--- src/rtl/audio_pin_pkg.sv ---
package audio_pin_pkg;

  // apb window and register byte offsets
  localparam int unsigned    APB_ADDR_W       = 8;
  localparam logic [7:0]     CTRL_OFS         = 8'h00;
  localparam logic [7:0]     GPIO_OUT_OFS     = 8'h04;
  localparam logic [7:0]     GPIO_IN_OFS      = 8'h08;
  localparam logic [7:0]     SUBCODE_OFS      = 8'h0c;
  localparam logic [7:0]     STATUS_OFS       = 8'h10;

  // reset values: zero puts every pin except the error and c flag pins in its audio default
  localparam logic [13:0]    CTRL_RST         = 14'h0000;
  localparam logic [7:0]     GPIO_OUT_RST     = 8'h00;

  // field positions inside the gpio output and subcode registers
  localparam int unsigned    GPIO_OE_LSB      = 4;
  localparam int unsigned    SUBCODE_SYNC_BIT = 8;
  localparam int unsigned    SUBCODE_BITS     = 8;

  // control register layout, msb first
  typedef struct packed {
    logic [1:0] rx_sel;      // which digital audio input feeds the receiver
    logic       flag_en;     // error and c flag pins in audio use
    logic [1:0] spdif_gpio;  // digital audio outputs taken over by gpio
    logic [1:0] sdo_gpio;    // serial data outputs taken over by gpio
    logic       mclk_sel;    // word clock 3 pin is the audio master clock
    logic [2:0] wclk_oe;     // word clock pins driven
    logic [2:0] bclk_oe;     // bit clock pins driven
  } ctrl_s;

  // what the audio core hands to the pins
  typedef struct packed {
    logic [2:0] bclk;
    logic [2:0] wclk;
    logic [1:0] sdo;
    logic [1:0] spdif;
  } core_tx_s;

  // what the pins hand back to the audio core
  typedef struct packed {
    logic [2:0] bclk;
    logic [2:0] wclk;
    logic       mclk;
    logic [1:0] sdi;
    logic       ef;
    logic       cflag;
    logic       spdif;
  } core_rx_s;

  // subcode shifter states
  typedef enum logic [0:0] {SC_IDLE, SC_SHIFT} sc_state_e;

endpackage

--- src/rtl/pin_sync3.sv ---
`timescale 1ns/100ps
module pin_sync3 #(
  parameter int unsigned WIDTH = 1
) (
  input  wire logic             pclk,
  input  wire logic             presetn,
  input  wire logic [WIDTH-1:0] pin,
  output logic      [WIDTH-1:0] level
);
  logic [WIDTH-1:0] ff1_reg;  // metastable stage, read only by ff2
  logic [WIDTH-1:0] ff2_reg;
  logic [WIDTH-1:0] ff3_reg;

  // three stages; a bit changes only once stages two and three agree
  always_ff @(posedge pclk or negedge presetn) begin
    if (!presetn) begin
      ff1_reg <= '0;
      ff2_reg <= '0;
      ff3_reg <= '0;
      level   <= '0;
    end else begin
      ff1_reg <= pin;
      ff2_reg <= ff1_reg;
      ff3_reg <= ff2_reg;
      for (int i = 0; i < WIDTH; i++) begin
        if (ff2_reg[i] == ff3_reg[i]) begin
          level[i] <= ff3_reg[i];
        end
      end
    end
  end
endmodule

--- src/rtl/subcode_tx.sv ---
`timescale 1ns/100ps
module subcode_tx
  import audio_pin_pkg::*;
(
  input  wire logic                    pclk,
  input  wire logic                    presetn,
  input  wire logic                    rck_level,
  input  wire logic                    load,
  input  wire logic [SUBCODE_BITS-1:0] load_byte,
  input  wire logic                    load_sync,
  output logic                         sync_out,
  output logic                         data_out,
  output logic                         busy
);
  sc_state_e                 state_reg;
  logic                      rck_d_reg;   // previous filtered clock level
  logic [SUBCODE_BITS-1:0]   shift_reg;   // bits still to go, msb first
  logic [2:0]                cnt_reg;     // bit index within the byte
  logic                      rck_fall;

  // outputs move on the encoder's falling edge so its rising edge sees stable data
  assign rck_fall = rck_d_reg & ~rck_level;
  assign busy     = (state_reg == SC_SHIFT);

  always_ff @(posedge pclk or negedge presetn) begin
    if (!presetn) begin
      rck_d_reg <= 1'b0;
    end else begin
      rck_d_reg <= rck_level;
    end
  end

  // byte shifter, one bit per encoder clock
  always_ff @(posedge pclk or negedge presetn) begin
    if (!presetn) begin
      state_reg     <= SC_IDLE;
      shift_reg     <= '0;
      cnt_reg       <= '0;
      sync_out      <= 1'b0;
      data_out      <= 1'b0;
    end else begin
      unique case (state_reg)
        SC_IDLE: begin
          // first bit goes out at once: the link clock rests low,
          // so the encoder's first rise must already see it
          if (load) begin
            data_out  <= load_byte[SUBCODE_BITS-1];
            sync_out  <= load_sync;
            shift_reg <= {load_byte[SUBCODE_BITS-2:0], 1'b0};
            cnt_reg   <= '0;
            state_reg <= SC_SHIFT;
          end
        end
        SC_SHIFT: begin
          if (rck_fall) begin
            cnt_reg  <= cnt_reg + 3'd1;
            sync_out <= 1'b0;
            if (cnt_reg == 3'd7) begin
              data_out  <= 1'b0;  // line rests low between bytes
              state_reg <= SC_IDLE;
            end else begin
              data_out  <= shift_reg[SUBCODE_BITS-1];
              shift_reg <= {shift_reg[SUBCODE_BITS-2:0], 1'b0};
            end
          end
        end
      endcase
    end
  end
endmodule

--- src/rtl/audio_pin_logic.sv ---
// The APB interface to the registers and the placing of the registers were decided locally.
`timescale 1ns/100ps
// Function
// - bit clock pins programmable; input during reset
// - word clock pins programmable; input during reset
// - word clock 3 may take master clock
// - serial inputs feed interfaces 1 and 3
// - serial outputs default audio, else gpio
// - error flag captured for interface 1
// - c flag captured for interface 1
// - four inputs; setting picks receiver source
// - four input levels always readable as gpio
// - consumer and professional digital audio outputs
// - digital audio outputs default audio in reset
// - subcode sync high only when inserted
// - subcode shifted out serially, three lines
module audio_pin_logic (
  input  wire logic                                  pclk,
  input  wire logic                                  presetn,
  // apb slave
  input  wire logic                                  psel,
  input  wire logic                                  penable,
  input  wire logic                                  pwrite,
  input  wire logic [audio_pin_pkg::APB_ADDR_W-1:0]  paddr,
  input  wire logic [31:0]                           pwdata,
  output logic      [31:0]                           prdata,
  output logic                                       pready,
  output logic                                       pslverr,
  // audio core side
  input  wire audio_pin_pkg::core_tx_s               core_tx,
  output audio_pin_pkg::core_rx_s                    core_rx,
  // serial audio clock pins, index 0 is port 1
  input  wire logic [2:0]                            bit_clock_port_in,
  output logic      [2:0]                            bit_clock_port_out,
  output logic      [2:0]                            bit_clock_port_oe,
  input  wire logic [2:0]                            word_clock_port_in,
  output logic      [2:0]                            word_clock_port_out,
  output logic      [2:0]                            word_clock_port_oe,
  // serial data pins
  input  wire logic                                  serial_in_port1,
  input  wire logic                                  serial_in_port3,
  input  wire logic [1:0]                            serial_out_port_in,
  output logic      [1:0]                            serial_out_port_out,
  output logic      [1:0]                            serial_out_port_oe,
  // cd-dsp flags
  input  wire logic                                  cd_error_flag_in,
  input  wire logic                                  cd_c_flag_in,
  // digital audio pins, index 0 is source 1 / consumer
  input  wire logic [3:0]                            spdif_in_src,
  input  wire logic [1:0]                            spdif_out_port_in,
  output logic      [1:0]                            spdif_out_port_out,
  output logic      [1:0]                            spdif_out_port_oe,
  // subcode link
  input  wire logic                                  subcode_clk_in,
  output logic                                       subcode_sync_out,
  output logic                                       subcode_data_out
);
  import audio_pin_pkg::*;

  audio_pin_pkg::ctrl_s ctrl_reg;      // pin function control
  logic [7:0]           gpio_out_reg;  // gpio values [3:0], enables [7:4]
  logic [2:0]           bclk_sync;     // filtered pin levels
  logic [2:0]           wclk_sync;
  logic [1:0]           sin_sync;
  logic [1:0]           sout_sync;
  logic [1:0]           flag_sync;     // [0] error flag, [1] c flag
  logic [3:0]           spdif_sync;
  logic [1:0]           spdo_sync;
  logic                 rck_sync;
  logic                 sc_busy;
  logic                 sc_load;
  logic                 wr_access;     // write taken this edge
  logic                 rd_setup;      // read setup cycle
  logic [31:0]          rd_word;       // read mux
  logic                 addr_hit;      // any mapped offset

  // register decode, shared by write and read paths
  function automatic logic reg_hit(input logic [APB_ADDR_W-1:0] a,
                                   input logic [7:0] ofs);
    reg_hit = (a == ofs);
  endfunction

  // register map, one aligned word each:
  //   control   pin functions, receiver source, clock directions
  //   gpio out  values for taken-over pins and their enables
  //   gpio in   live levels of digital audio and data out pins
  //   subcode   byte in [7:0], sync request in bit 8, write only
  //   status    bit 0 set while a subcode byte goes out

  // every outside pin is filtered before use, so a level change
  // reaches the core or a register four to five clocks late;
  // software polling the gpio input register must allow for that

  // all pins from outside come through a three stage filter
  // msb first: bit clocks, word clocks, data in 3 and 1,
  // data out pins, c flag, error flag, digital audio, subcode clock
  pin_sync3 #(.WIDTH(19)) u_sync (
    .pclk    (pclk),
    .presetn (presetn),
    .pin     ({bit_clock_port_in, word_clock_port_in, serial_in_port3, serial_in_port1,
               serial_out_port_in, cd_c_flag_in, cd_error_flag_in, spdif_in_src,
               spdif_out_port_in, subcode_clk_in}),
    .level   ({bclk_sync, wclk_sync, sin_sync, sout_sync, flag_sync, spdif_sync,
               spdo_sync, rck_sync})
  );

  // gpio value or audio core value for one shared output pin
  function automatic logic pin_mux(input logic use_gpio,
                                   input logic gpio_val,
                                   input logic core_val);
    pin_mux = use_gpio ? gpio_val : core_val;
  endfunction

  // apb decode, one hit per mapped offset
  logic                 ctrl_hit;
  logic                 gout_hit;
  logic                 gin_hit;
  logic                 sc_hit;
  logic                 stat_hit;
  logic                 sc_stall;      // subcode write held off

  assign ctrl_hit = reg_hit(paddr, CTRL_OFS);
  assign gout_hit = reg_hit(paddr, GPIO_OUT_OFS);
  assign gin_hit  = reg_hit(paddr, GPIO_IN_OFS);
  assign sc_hit   = reg_hit(paddr, SUBCODE_OFS);
  assign stat_hit = reg_hit(paddr, STATUS_OFS);
  assign addr_hit = ctrl_hit | gout_hit | gin_hit | sc_hit | stat_hit;

  // a second subcode byte waits for the shifter rather than
  // being lost; a slow encoder stretches the access as long
  // as one byte of its clocks
  assign sc_stall  = psel & penable & pwrite & sc_hit & sc_busy;
  assign pready    = ~sc_stall;

  // unmapped offsets answer with an error, change nothing
  assign pslverr   = psel & penable & ~addr_hit;

  // writes land only on the edge where the access completes
  assign wr_access = psel & penable & pwrite & pready & addr_hit;

  // read data is captured in setup and stands for the access
  assign rd_setup  = psel & ~penable & ~pwrite;

  // a subcode write starts one byte on the link
  assign sc_load   = wr_access & sc_hit;

  // control register: pin functions and receiver source
  // reset value keeps every pin except the error and c flag pins in its audio role
  // a write turns pins around at once; software must keep
  // the far side quiet while a direction changes
  always_ff @(posedge pclk or negedge presetn) begin
    if (!presetn) begin
      ctrl_reg <= ctrl_s'(CTRL_RST);
    end else if (wr_access && ctrl_hit) begin
      ctrl_reg <= ctrl_s'(pwdata[$bits(ctrl_s)-1:0]);
    end
  end

  // gpio output register: values low nibble, enables high
  // only pins taken over by gpio look at it
  always_ff @(posedge pclk or negedge presetn) begin
    if (!presetn) begin
      gpio_out_reg <= GPIO_OUT_RST;
    end else if (wr_access && gout_hit) begin
      gpio_out_reg <= pwdata[7:0];
    end
  end

  // read mux; subcode reads as zero
  always_comb begin
    rd_word = 32'h0000_0000;
    if (ctrl_hit) begin
      rd_word = {18'h0_0000, ctrl_reg};
    end else if (gout_hit) begin
      rd_word = {24'h00_0000, gpio_out_reg};
    end else if (gin_hit) begin
      // live levels whatever the receiver source is
      rd_word = {24'h00_0000, spdo_sync, sout_sync, spdif_sync};
    end else if (stat_hit) begin
      rd_word = {31'h0000_0000, sc_busy};
    end
  end

  // read data register, loaded in the setup cycle
  // so the slave never needs a wait state on reads
  always_ff @(posedge pclk or negedge presetn) begin
    if (!presetn) begin
      prdata <= 32'h0000_0000;
    end else if (rd_setup) begin
      prdata <= rd_word;
    end
  end

  // bit and word clock pins; all inputs while reset is low
  always_ff @(posedge pclk or negedge presetn) begin
    if (!presetn) begin
      bit_clock_port_oe   <= 3'b000;
      bit_clock_port_out  <= 3'b000;
      word_clock_port_oe  <= 3'b000;
      word_clock_port_out <= 3'b000;
    end else begin
      bit_clock_port_oe   <= ctrl_reg.bclk_oe;
      bit_clock_port_out  <= core_tx.bclk;
      // word clock 3 never drives while it brings the master clock in
      word_clock_port_oe  <= ctrl_reg.wclk_oe & {~ctrl_reg.mclk_sel, 2'b11};
      word_clock_port_out <= core_tx.wclk;
    end
  end

  // serial data outputs: audio by default, gpio when taken over
  // under gpio the enable bit decides the direction
  always_ff @(posedge pclk or negedge presetn) begin
    if (!presetn) begin
      serial_out_port_oe  <= 2'b11;
      serial_out_port_out <= 2'b00;
    end else begin
      for (int i = 0; i < 2; i++) begin
        serial_out_port_out[i] <= pin_mux(ctrl_reg.sdo_gpio[i], gpio_out_reg[i],
                                          core_tx.sdo[i]);
        serial_out_port_oe[i]  <= pin_mux(ctrl_reg.sdo_gpio[i],
                                          gpio_out_reg[GPIO_OE_LSB+i], 1'b1);
      end
    end
  end

  // digital audio outputs: index 0 consumer, 1 professional
  always_ff @(posedge pclk or negedge presetn) begin
    if (!presetn) begin
      spdif_out_port_oe  <= 2'b11;
      spdif_out_port_out <= 2'b00;
    end else begin
      for (int i = 0; i < 2; i++) begin
        spdif_out_port_out[i] <= pin_mux(ctrl_reg.spdif_gpio[i], gpio_out_reg[2+i],
                                         core_tx.spdif[i]);
        spdif_out_port_oe[i]  <= pin_mux(ctrl_reg.spdif_gpio[i],
                                         gpio_out_reg[GPIO_OE_LSB+2+i], 1'b1);
      end
    end
  end

  // audio core side: filtered pins, flags gated by their select
  // one more register stage keeps the core's inputs glitch free
  always_ff @(posedge pclk or negedge presetn) begin
    if (!presetn) begin
      core_rx <= '0;
    end else begin
      core_rx.bclk  <= bclk_sync;
      core_rx.wclk  <= wclk_sync;
      // master clock only when word clock 3 is in that role
      core_rx.mclk  <= ctrl_reg.mclk_sel & wclk_sync[2];
      core_rx.sdi   <= sin_sync;
      // flags belong to serial input 1 only; gpio use reads zero
      core_rx.ef    <= ctrl_reg.flag_en & flag_sync[0];
      core_rx.cflag <= ctrl_reg.flag_en & flag_sync[1];
      // all four sources stay visible as gpio meanwhile
      core_rx.spdif <= spdif_sync[ctrl_reg.rx_sel];
    end
  end

  // subcode link: the encoder owns the clock, this block
  // only listens; the filter delay limits how fast that
  // clock may run, a few pclk per half period at least
  subcode_tx u_subcode (
    .pclk      (pclk),
    .presetn   (presetn),
    .rck_level (rck_sync),
    .load      (sc_load),
    .load_byte (pwdata[SUBCODE_BITS-1:0]),
    .load_sync (pwdata[SUBCODE_SYNC_BIT]),
    .sync_out  (subcode_sync_out),
    .data_out  (subcode_data_out),
    .busy      (sc_busy)
  );
endmodule

--- config.mk ---
export PLATFORM = sky130hd
export DESIGN_NAME = audio_pin_logic
export DESIGN_NICKNAME = d
export VERILOG_FILES = /design/src/rtl/audio_pin_pkg.sv /design/src/rtl/pin_sync3.sv /design/src/rtl/subcode_tx.sv /design/src/rtl/audio_pin_logic.sv
export SDC_FILE = /design/constraint.sdc
export NUM_CORES = 1
export LEC_CHECK = 0
export ABC_AREA = 1
export BUFFER_PORTS_ARGS = -buffer_cell sky130_fd_sc_hd__buf_2
export CAP_MARGIN = 10
export CORE_MARGIN = 1.5
export CORE_UTILIZATION = 40
export DETAILED_ROUTE_END_ITERATION = 8
export GPL_ROUTABILITY_DRIVEN = 0
export PLACE_DENSITY = 0.66
export SLEW_MARGIN = 20
export SYNTH_ARGS = -nofsm -noshare
export SYNTH_HDL_FRONTEND = slang
export SYNTH_SLANG_ARGS = --single-unit
--- constraint.sdc ---
create_clock -name pclk -period 1.65 [get_ports pclk]
set_clock_uncertainty 0.15 [all_clocks]
set_input_delay 0.165 -clock pclk [delete_from_list [all_inputs] [get_ports pclk]]
set_output_delay 0.165 -clock pclk [all_outputs]
set_load 0.1 [all_outputs]
==> results of run 1 <==
-- through the flow --
step / hold slack (ps) / utilization, % / std cells
floorplan: -281 / - / 512
global placement: -56.6 / 47.3 / 786
detailed placement: -46.8 / 47.3 / 786
CTS: 79.8 / 55.2 / 862
global route: 92.1 / 55.3 / 863
finish: 86.3 / 55.3 / 863
-- layout by cell type (no fill, tap or decap), drive strengths merged --
master and count:
nor3 2, maj3 19, o21ai 2, buf 127, or2 4, o22ai 1, a22oi 1, inv 28
clkbuf 21, clkinvlp 3, mux2 1, dlygate4sd3 44, o31ai 5, a21oi 2, ha 2, dfstp 4
nand3 33, nand2 158, conb 18, bufinv 4, nand4 27, nor2 19, dfrtp 154, clkinv 4
-- layout make-up --
type / count / area, sq um
tap: 180 / 225
fill: 1181 / 6220
multi-input combinational: 294 / 1560
sequential: 158 / 3960
clock buffer: 21 / 470
clock inverter: 10 / 161
inverter: 29 / 111
timing repair buffer: 171 / 1230
-- logic make-up after synthesis --
group                      Yosys count  synth area share (%)
and+or+nand+nor                    243                  20.0
DFF                                158                  69.0
buffers and inverters               60                  5.61
adders and majority gates           21                  3.75
AOI/OAI and AO/OA                   11                  1.40
muxes                                1                 0.196
other                                1                0.0654
-- worst reg2reg max path: stages (launching register included) --
cell	delay [ps]
dfrtp_2	430
buf_4	150
a21oi_4	460
nand4_1	170
nand2_1	110
-- final timing paths --
path	slack, ps	depth (start not counted)	start	end
hold reg to reg	200	0	u_sync.ff1_reg[13]	u_sync.ff2_reg[13]
hold / removal	90	2	presetn	core_rx[11]
setup reg to reg	110	4	u_subcode.busy	ctrl_reg[13]
setup / recovery	60	4	u_subcode.busy	pready
min in group pclk	90	6	paddr[5]	prdata[0]
max in group asynchronous	670	3	presetn	spdif_out_port_oe[0]
-- per-layer routing --
layer | vias up | part of all wire, % | track usage (%)
met2 | 116 | 48 | 26.3
met5 | - | 0 | 0
met3 | 15 | 6.0 | 5.81
li1 | 1925 | - | -
met1 | 1884 | 44 | 21.2
met4 | 0 | 1.6 | 5.60
-- what timing repair did --
| action | in CTS | in global routing |
|---|---|---|
| gates resized for setup | 8 | 4 |
| endpoints found under the hold margin | 214 | 0 |
| setup buffers | 1 | 1 |
| pin swaps | 1 | 1 |
| setup endpoints to repair | 22 | 30 |
| hold buffers | 44 | 0 |
-- power groups by stage --
stage / sequential [uW] / combinational (uW) / clock, uW
2_1_floorplan: 4760 / 690 / 0
3_3_place_gp: 4400 / 1420 / 0
4_1_cts: 4340 / 1580 / 4210
3_5_place_dp: 4410 / 1460 / 0
6_report: 4340 / 1600 / 4110
5_1_grt: 4370 / 1730 / 4370
==> results.cfg, run 1 <==
[place]
hpwl_mm = 8.18
port_buffers = 105
place_area_sq_um = 6590
place_ws_ps = -102

[sta]
period_share_pct = 96.7
hold_violations = 0
setup_slack_ps = 55.3
slew_violations = 0
fin_crit_ps = 1590
setup_violations = 0
slew_headroom_pct = 63.8
rsz0062_at_grt = no
fmax_mhz = 627
worst_slew_pin_slew_ps = 541
setup_tns_ps = 0

[drt]
final_antenna_net_count = 0
drt-vias-per-instance = 4.57
first_pass_iters = 4
avgRoutedWirePerCell_um = 13.7
drt_iter0_drc = 196
via_count = 3940
drc = 0
wirelength_mm = 11.8

[cells_and_area]
syn_to_final_growth_pct = 34.4
drive_gt1_share_pct = 28.3
diodes = 0
nNetsFinal = 747
design_area_sq_um = 7710

[yosys]
syn_inst = 495
netlist_top_cells_count = dfrtp_1, nand2_1, nand3_1, inv_1, nand4_1
ys.flop_type = dfrtp_1
synth_seq_cells = 158
synthesis.area_sq_um = 5740
synth-seq-area-share_pct = 69.0
yosys.area.top_type = dfrtp_1
synth_warnings = 0
avgSynthCellArea_sq_um = 11.6
synth-edff-count = 0
synth-async-reset-ratio_pct = 100
synth_top_area_share_pct = 67.2
synth_area_leaders = dfrtp_1, nand2_1, maj3_1, nand3_1, nand4_1
yosysMostFrequentCell = dfrtp_1
yosysUniqueCellTypes = 31

[grt]
antenna_found_initial = 0
grt_usage_pct = 16.6
overflow = 0
grt_pass1_wl_mm = 18.9
grt_pass1_vias = 3817
grt_max_degree = 39

[power]
leakagePower_uw = 0.00390
power_frac_comb_pct = 15.9
p_total_uw = 10100
seqPwrFrac_pct = 43.2
p_sw_share_pct = 27.5
power.net_switching_uw = 2770
clockPowerShare_pct = 40.9
vdd_ir_drop_max_v = 0.000859
power_density_nw_per_um2 = 1300
p_int_uw = 7280

[setup_path]
cpPeakStageDelay_ps = 430
endpoint_kind = output port
worstSetupPathType = reg2out
path_max_fanout = 3
cp.buffers_inverters = 2
arrival_ps = 1280
crit_family = flip-flops
path_cells = inv_4, nor2_4, nand2_4, buf_12
cp_data_required_time_ps = 1330
start_kind = flop
cp_slowest_cell = dfrtp_2

[die]
core_sq_um = 13900
initial_core_util_pct = 41.2
num_io_pins = 142
die_x_um = 123
die_y_um = 123
placementRows = 43
fp.dieArea_sq_um = 15100

[cts]
cts.root.buffer_cell = clkbuf_16
clock_latency_ps = 410
cts_sinks = 158
htreeDepth = 4
path_clk_slew_ps = 60
cts-buffers-inserted = 17
cts_tree = yes
cts_buffer_depth = 2

[outcome]
status = completed

[run]
cap_viol_max_count = 0

[hold_path]
hp-class = in2async
No activity file was read; power rests on OpenSTA's default activity.
==> inputs of run 2 (changes only) <==
==> constraint.sdc (replaced) <==
create_clock -name pclk -period 1.55 [get_ports pclk]
set_clock_uncertainty 0.15 [all_clocks]
set_input_delay 0.155 -clock pclk [delete_from_list [all_inputs] [get_ports pclk]]
set_output_delay 0.155 -clock pclk [all_outputs]
set_load 0.1 [all_outputs]
==> run 2 against run 1 <==
First-iteration DRC count up 36%. Register-to-register slack worse by 90 ps. Sequential power up 6.5%. Die area unchanged. Sequential share of layout area down 0.57 points. Largest cell class unchanged. Power up 3.8%. Core utilization up 0.62 points. Critical path depth unchanged. Via count up 1.7%. Final cell count up 1.2%. Sequential cell count unchanged. Clock power down 2%.
==> results.cfg, run 2 (synthesis gave the netlist of run 1 again) <==
[power]
vdd_ir_drop_max_v = 0.000942
p_int_uw = 7530
seqPwrFrac_pct = 44.3
clockPowerShare_pct = 38.7
p_sw_share_pct = 27.9
power_density_nw_per_um2 = 1340
power_frac_comb_pct = 17.0
p_total_uw = 10400
leakagePower_uw = 0.00394
power.net_switching_uw = 2910

[drt]
drt_iter0_drc = 267
first_pass_iters = 4
drt-vias-per-instance = 4.59
drc = 0
final_antenna_net_count = 0
wirelength_mm = 11.9
via_count = 4008
avgRoutedWirePerCell_um = 13.6

[cells_and_area]
syn_to_final_growth_pct = 35.9
drive_gt1_share_pct = 29.1
diodes = 0
final_common_cell = dfrtp_1
nNetsFinal = 756
final_cell_mix = dfrtp_1, nand2_1, buf_2, dlygate4sd3_1, nand3_1
fill_cells = 1232

[die]
core_sq_um = 13900
num_io_pins = 142
initial_core_util_pct = 41.2
placementRows = 43
die_x_um = 123
fp.dieArea_sq_um = 15100
die_y_um = 123

[grt]
overflow = 0
grt_max_degree = 46
antenna_found_initial = 0
grt_pass1_vias = 3980
grt_usage_pct = 17.0
grt_pass1_wl_mm = 19.4

[cts]
cts_buffer_depth = 2
cts.root.buffer_cell = clkbuf_16
cts_sinks = 158
clock_latency_ps = 420
path_clk_slew_ps = 60
cts_tree = yes
htreeDepth = 4
cts-buffers-inserted = 17

[setup_path]
cpPeakStageDelay_ps = 430
cp_data_required_time_ps = 1240
worstReg2RegStart = u_subcode.busy
worstSetupPathType = reg2out
start_kind = flop
path_max_fanout = 3
worst-r2r-cell-count = 4
cp_slowest_cell = dfrtp_2
r2r_slack_ps = 20
r2r_end = ctrl_reg[11]
arrival_ps = 1240
path_cells = inv_4, nor2_4, nand2_4, buf_12
cp.buffers_inverters = 2
endpoint_kind = output port
crit_family = flip-flops

[sta]
setup_slack_ps = 3.38
slew_headroom_pct = 62.9
slew_violations = 0
fin_crit_ps = 1550
period_share_pct = 99.8
rsz0062_at_grt = yes
worst_slew_pin_slew_ps = 555
hold_violations = 0
fmax_mhz = 647
setup_violations = 0

[run]
cap_viol_max_count = 0

[hold_path]
hp-class = in2reg
hold_path_startpoint = paddr[5]
holdPathStages = 6
hold_path_end = prdata[0]

[place]
place_ws_ps = -185
hpwl_mm = 8.36
port_buffers = 105

[outcome]
status = completed
run 2: cell count changes in the layout (fill, tap and decap cells not counted), moves of 3 or more:
cell,previous run,this run
buf_12,6,9
buf_4,22,27
clkbuf_4,0,8
buf_2,98,90
clkbuf_1,1,5
run 2: layout make-up:
class	instances	area [sq um]	share of cell area (%)
clock buffer	26	499	6.40
clock inverter	6	82.6	1.06
inverter	29	111	1.43
multi-input combinational	294	1560	20.0
sequential	158	3960	50.8
tap	180	225	2.89
timing repair buffer	180	1360	17.4
run 2: layer usage:
layer,part of all wire [%],track usage [%],vias to the layer above,routed length [um]
met5,0,0,-,0
met4,1.4,6.10,0,167
met3,6.0,6.27,12,714
met2,48,26.7,122,5670
met1,45,21.7,1941,5310
li1,-,-,1933,-
run 2: tightest hold or removal path: cells and delay by family:
family	cells	cell delay, ps
simple gates	5	350
buf+inv	1	100
run 2: metrics by stage:
| stage | util, % | TNS, ps | area, sq um | hold WS [ps] | std cells |
|---|---|---|---|---|---|
| global placement | 48.0 | -2100 | 6690 | -38.5 | 794 |
| CTS | 55.5 | -1640 | 7740 | 45.2 | 871 |
| global route | 56.0 | -693 | 7800 | 57.8 | 873 |
| finish | 56.0 | 0 | 7800 | 76.5 | 873 |
| detailed placement | 48.0 | -4280 | 6690 | -29.9 | 794 |
| floorplan | - | 0 | 5810 | -291 | 512 |
run 2: repair_timing:
action                     CTS  global route
pin swaps                    1            19
gates resized for setup      5            17
setup endpoints to repair   31            41
buffers inserted             1             2
hold buffers                44             0
hold endpoints to repair   217             0
run 2: how the worst max path moves through the flow:
stage,start,endpoint,slack [ps],depth (start not counted)
6_report,u_subcode.busy,pready,3,4
5_1_grt,u_subcode.busy,ctrl_reg[11],-50,4
4_1_cts,u_subcode.busy,pready,-110,4
3_5_place_dp,paddr[3],ctrl_reg[7],-190,8
3_3_place_gp,paddr[3],ctrl_reg[7],-110,8
2_1_floorplan,u_subcode.busy,ctrl_reg[7],70,7
run 2: power by group through the flow:
stage | logic [uW] | registers (uW) | clock network [uW]
3_5_place_dp | 1590 | 4690 | 0
5_1_grt | 1910 | 4650 | 4350
2_1_floorplan | 735 | 5070 | 0
6_report | 1770 | 4620 | 4040
3_3_place_gp | 1560 | 4680 | 0
4_1_cts | 1720 | 4620 | 4150
==> inputs of run 3 (changes only) <==
--- a/config.mk
+++ b/config.mk
@@ -12,7 +12,7 @@
 export CORE_UTILIZATION = 40
 export DETAILED_ROUTE_END_ITERATION = 8
 export GPL_ROUTABILITY_DRIVEN = 0
-export PLACE_DENSITY = 0.66
+export PLACE_DENSITY = 0.64
 export SLEW_MARGIN = 20
 export SYNTH_ARGS = -nofsm -noshare
 export SYNTH_HDL_FRONTEND = slang
==> run 3 against run 2 <==
Register-to-register slack barely moved. Largest power group unchanged. Global-route usage fell by 0.19 points. Routed wire length fell by 0.20%. Core utilization down 0.22 points. Critical endpoint unchanged. The run now ends with setup timing left. Final cell count increased by 0.23%. Largest cell class unchanged. Worst setup slack worse by 32 ps. Non-clock buffer count grew 2. Sequential power about the same. Clock power decreased by 2%. Critical path type unchanged.
==> results.cfg, run 3 (synthesis gave the netlist of run 1 again) <==
[grt]
grt_pass1_vias = 4005
grt_max_degree = 38
grt_pass1_wl_mm = 19.4
grt_usage_pct = 16.8
antenna_found_initial = 0
overflow = 0

[die]
die_y_um = 123
core_sq_um = 13900
initial_core_util_pct = 41.2
num_io_pins = 142
placementRows = 43
die_x_um = 123
fp.dieArea_sq_um = 15100

[drt]
avgRoutedWirePerCell_um = 13.5
drt-vias-per-instance = 4.67
first_pass_iters = 4
wirelength_mm = 11.8
final_antenna_net_count = 0
via_count = 4090
drc = 0
drt_iter0_drc = 222

[sta]
slew_headroom_pct = 61.9
slew_violations = 0
setup_violations = 1
fmax_mhz = 634
period_share_pct = 102
fin_crit_ps = 1580
rsz0062_at_grt = yes
holdWs_ps = 48.9
worst_slew_pin_slew_ps = 570
hold_violations = 0
setup_slack_ps = -28.5

[cells_and_area]
drive_gt1_share_pct = 29.1
final_common_cell = dfrtp_1
diodes = 0
nNetsFinal = 758
fill_cells = 1204
final_cells = 875
syn_to_final_growth_pct = 35.4
seqCellArea_sq_um = 3960
final_cell_mix = dfrtp_1, nand2_1, buf_2, dlygate4sd3_1, nand3_1
multi_input_area_sq_um = 1560

[power]
power.net_switching_uw = 2910
vdd_ir_drop_max_v = 0.00107
power_density_nw_per_um2 = 1340
leakagePower_uw = 0.00395
power_frac_comb_pct = 17.3
p_sw_share_pct = 28.0
p_int_uw = 7470
clockPowerShare_pct = 38.1
seqPwrFrac_pct = 44.6

[place]
place_ws_ps = -188
placed_cells = 794
hpwl_mm = 8.25
port_buffers = 105

[setup_path]
r2r_slack_ps = 10
worst-r2r-cell-count = 4
r2r_end = ctrl_reg[11]
start_kind = flop
cp-startpoint = u_subcode.busy
timing.critical_path.to = pready
worstReg2RegStart = u_subcode.busy
cp_data_required_time_ps = 1240
endpoint_kind = output port
arrival_ps = 1270
path_max_fanout = 4
worstSetupPathType = reg2out

[outcome]
status = complete, but fails checks
violations = setup timing

[cts]
path_clk_slew_ps = 60
cts_buffer_depth = 2
htreeDepth = 4
cts_tree = yes
cts.root.buffer_cell = clkbuf_16
cts_sinks = 158
clock_latency_ps = 410
cts-buffers-inserted = 17

[run]
cap_viol_max_count = 0

[hold_path]
hp-class = in2async
==> run 3: cell types whose count changed in the layout (fill, tap and decap cells not counted), sizes merged <==
cell      change
clkinvlp      -1
buf           +7
clkbuf        -6
clkinv        +2
==> run 3: area by class of cell <==
cell class / instances / area share [%]
Sequential cell: 158 / 51.0
Clock inverter: 7 / 1.14
Multi-Input combinational cell: 294 / 20.1
Timing Repair Buffer: 182 / 17.3
Inverter: 29 / 1.40
Clock buffer: 25 / 6.12
Tap cell: 180 / 2.90
==> run 3: layer usage <==
metal / global-route usage, % / vias up / part of all wire (%)
li1: - / 1943 / -
met1: 22.6 / 2005 / 45
met2: 26.7 / 133 / 48
met3: 5.30 / 9 / 6.1
met4: 4.29 / 0 / 0.98
met5: 0 / - / 0
==> run 3: critical path: stages (launching register included) <==
cell and delay [ps]:
dfrtp_2 420, inv_2 70, nor2_4 120, nand2_4 80
buf_12 170
==> run 3: stage by stage <==
stage | cell area, sq um | utilization, % | total power [uW] | TNS (ps)
2_1_floorplan | 5810 | - | 5810 | 0
3_3_place_gp | 6680 | 47.9 | 6250 | -3050
3_5_place_dp | 6680 | 47.9 | 6290 | -4210
4_1_cts | 7710 | 55.3 | 10400 | -2090
5_1_grt | 7770 | 55.7 | 10800 | -736
6_report | 7770 | 55.7 | 10400 | -28.5
==> run 3: power by group through the flow <==
stage / clock network, uW / registers (uW) / logic [uW]
2_1_floorplan: 0 / 5070 / 735
3_3_place_gp: 0 / 4690 / 1560
3_5_place_dp: 0 / 4700 / 1590
4_1_cts: 4060 / 4630 / 1730
5_1_grt: 4230 / 4660 / 1940
6_report: 3950 / 4630 / 1790
==> run 3: timing repair <==
item / CTS / global route
pin swaps: 2 / 13
buffers inserted: 1 / 4
hold endpoints to repair: 214 / 0
resized for setup: 6 / 9
hold buffers: 44 / 0
setup endpoints to repair: 31 / 34
==> run 3: how the worst min path moves through the flow <==
stage | slack [ps] | endpoint | startpoint | cells past startpoint
5_1_grt | 70 | bit_clock_port_out[1] | presetn | 2
4_1_cts | 40 | word_clock_port_out[2] | presetn | 2
3_3_place_gp | -80 | bit_clock_port_out[0] | presetn | 1
2_1_floorplan | -290 | bit_clock_port_oe[0] | presetn | 0
3_5_place_dp | -80 | word_clock_port_out[2] | presetn | 1
6_report | 50 | bit_clock_port_out[0] | presetn | 2
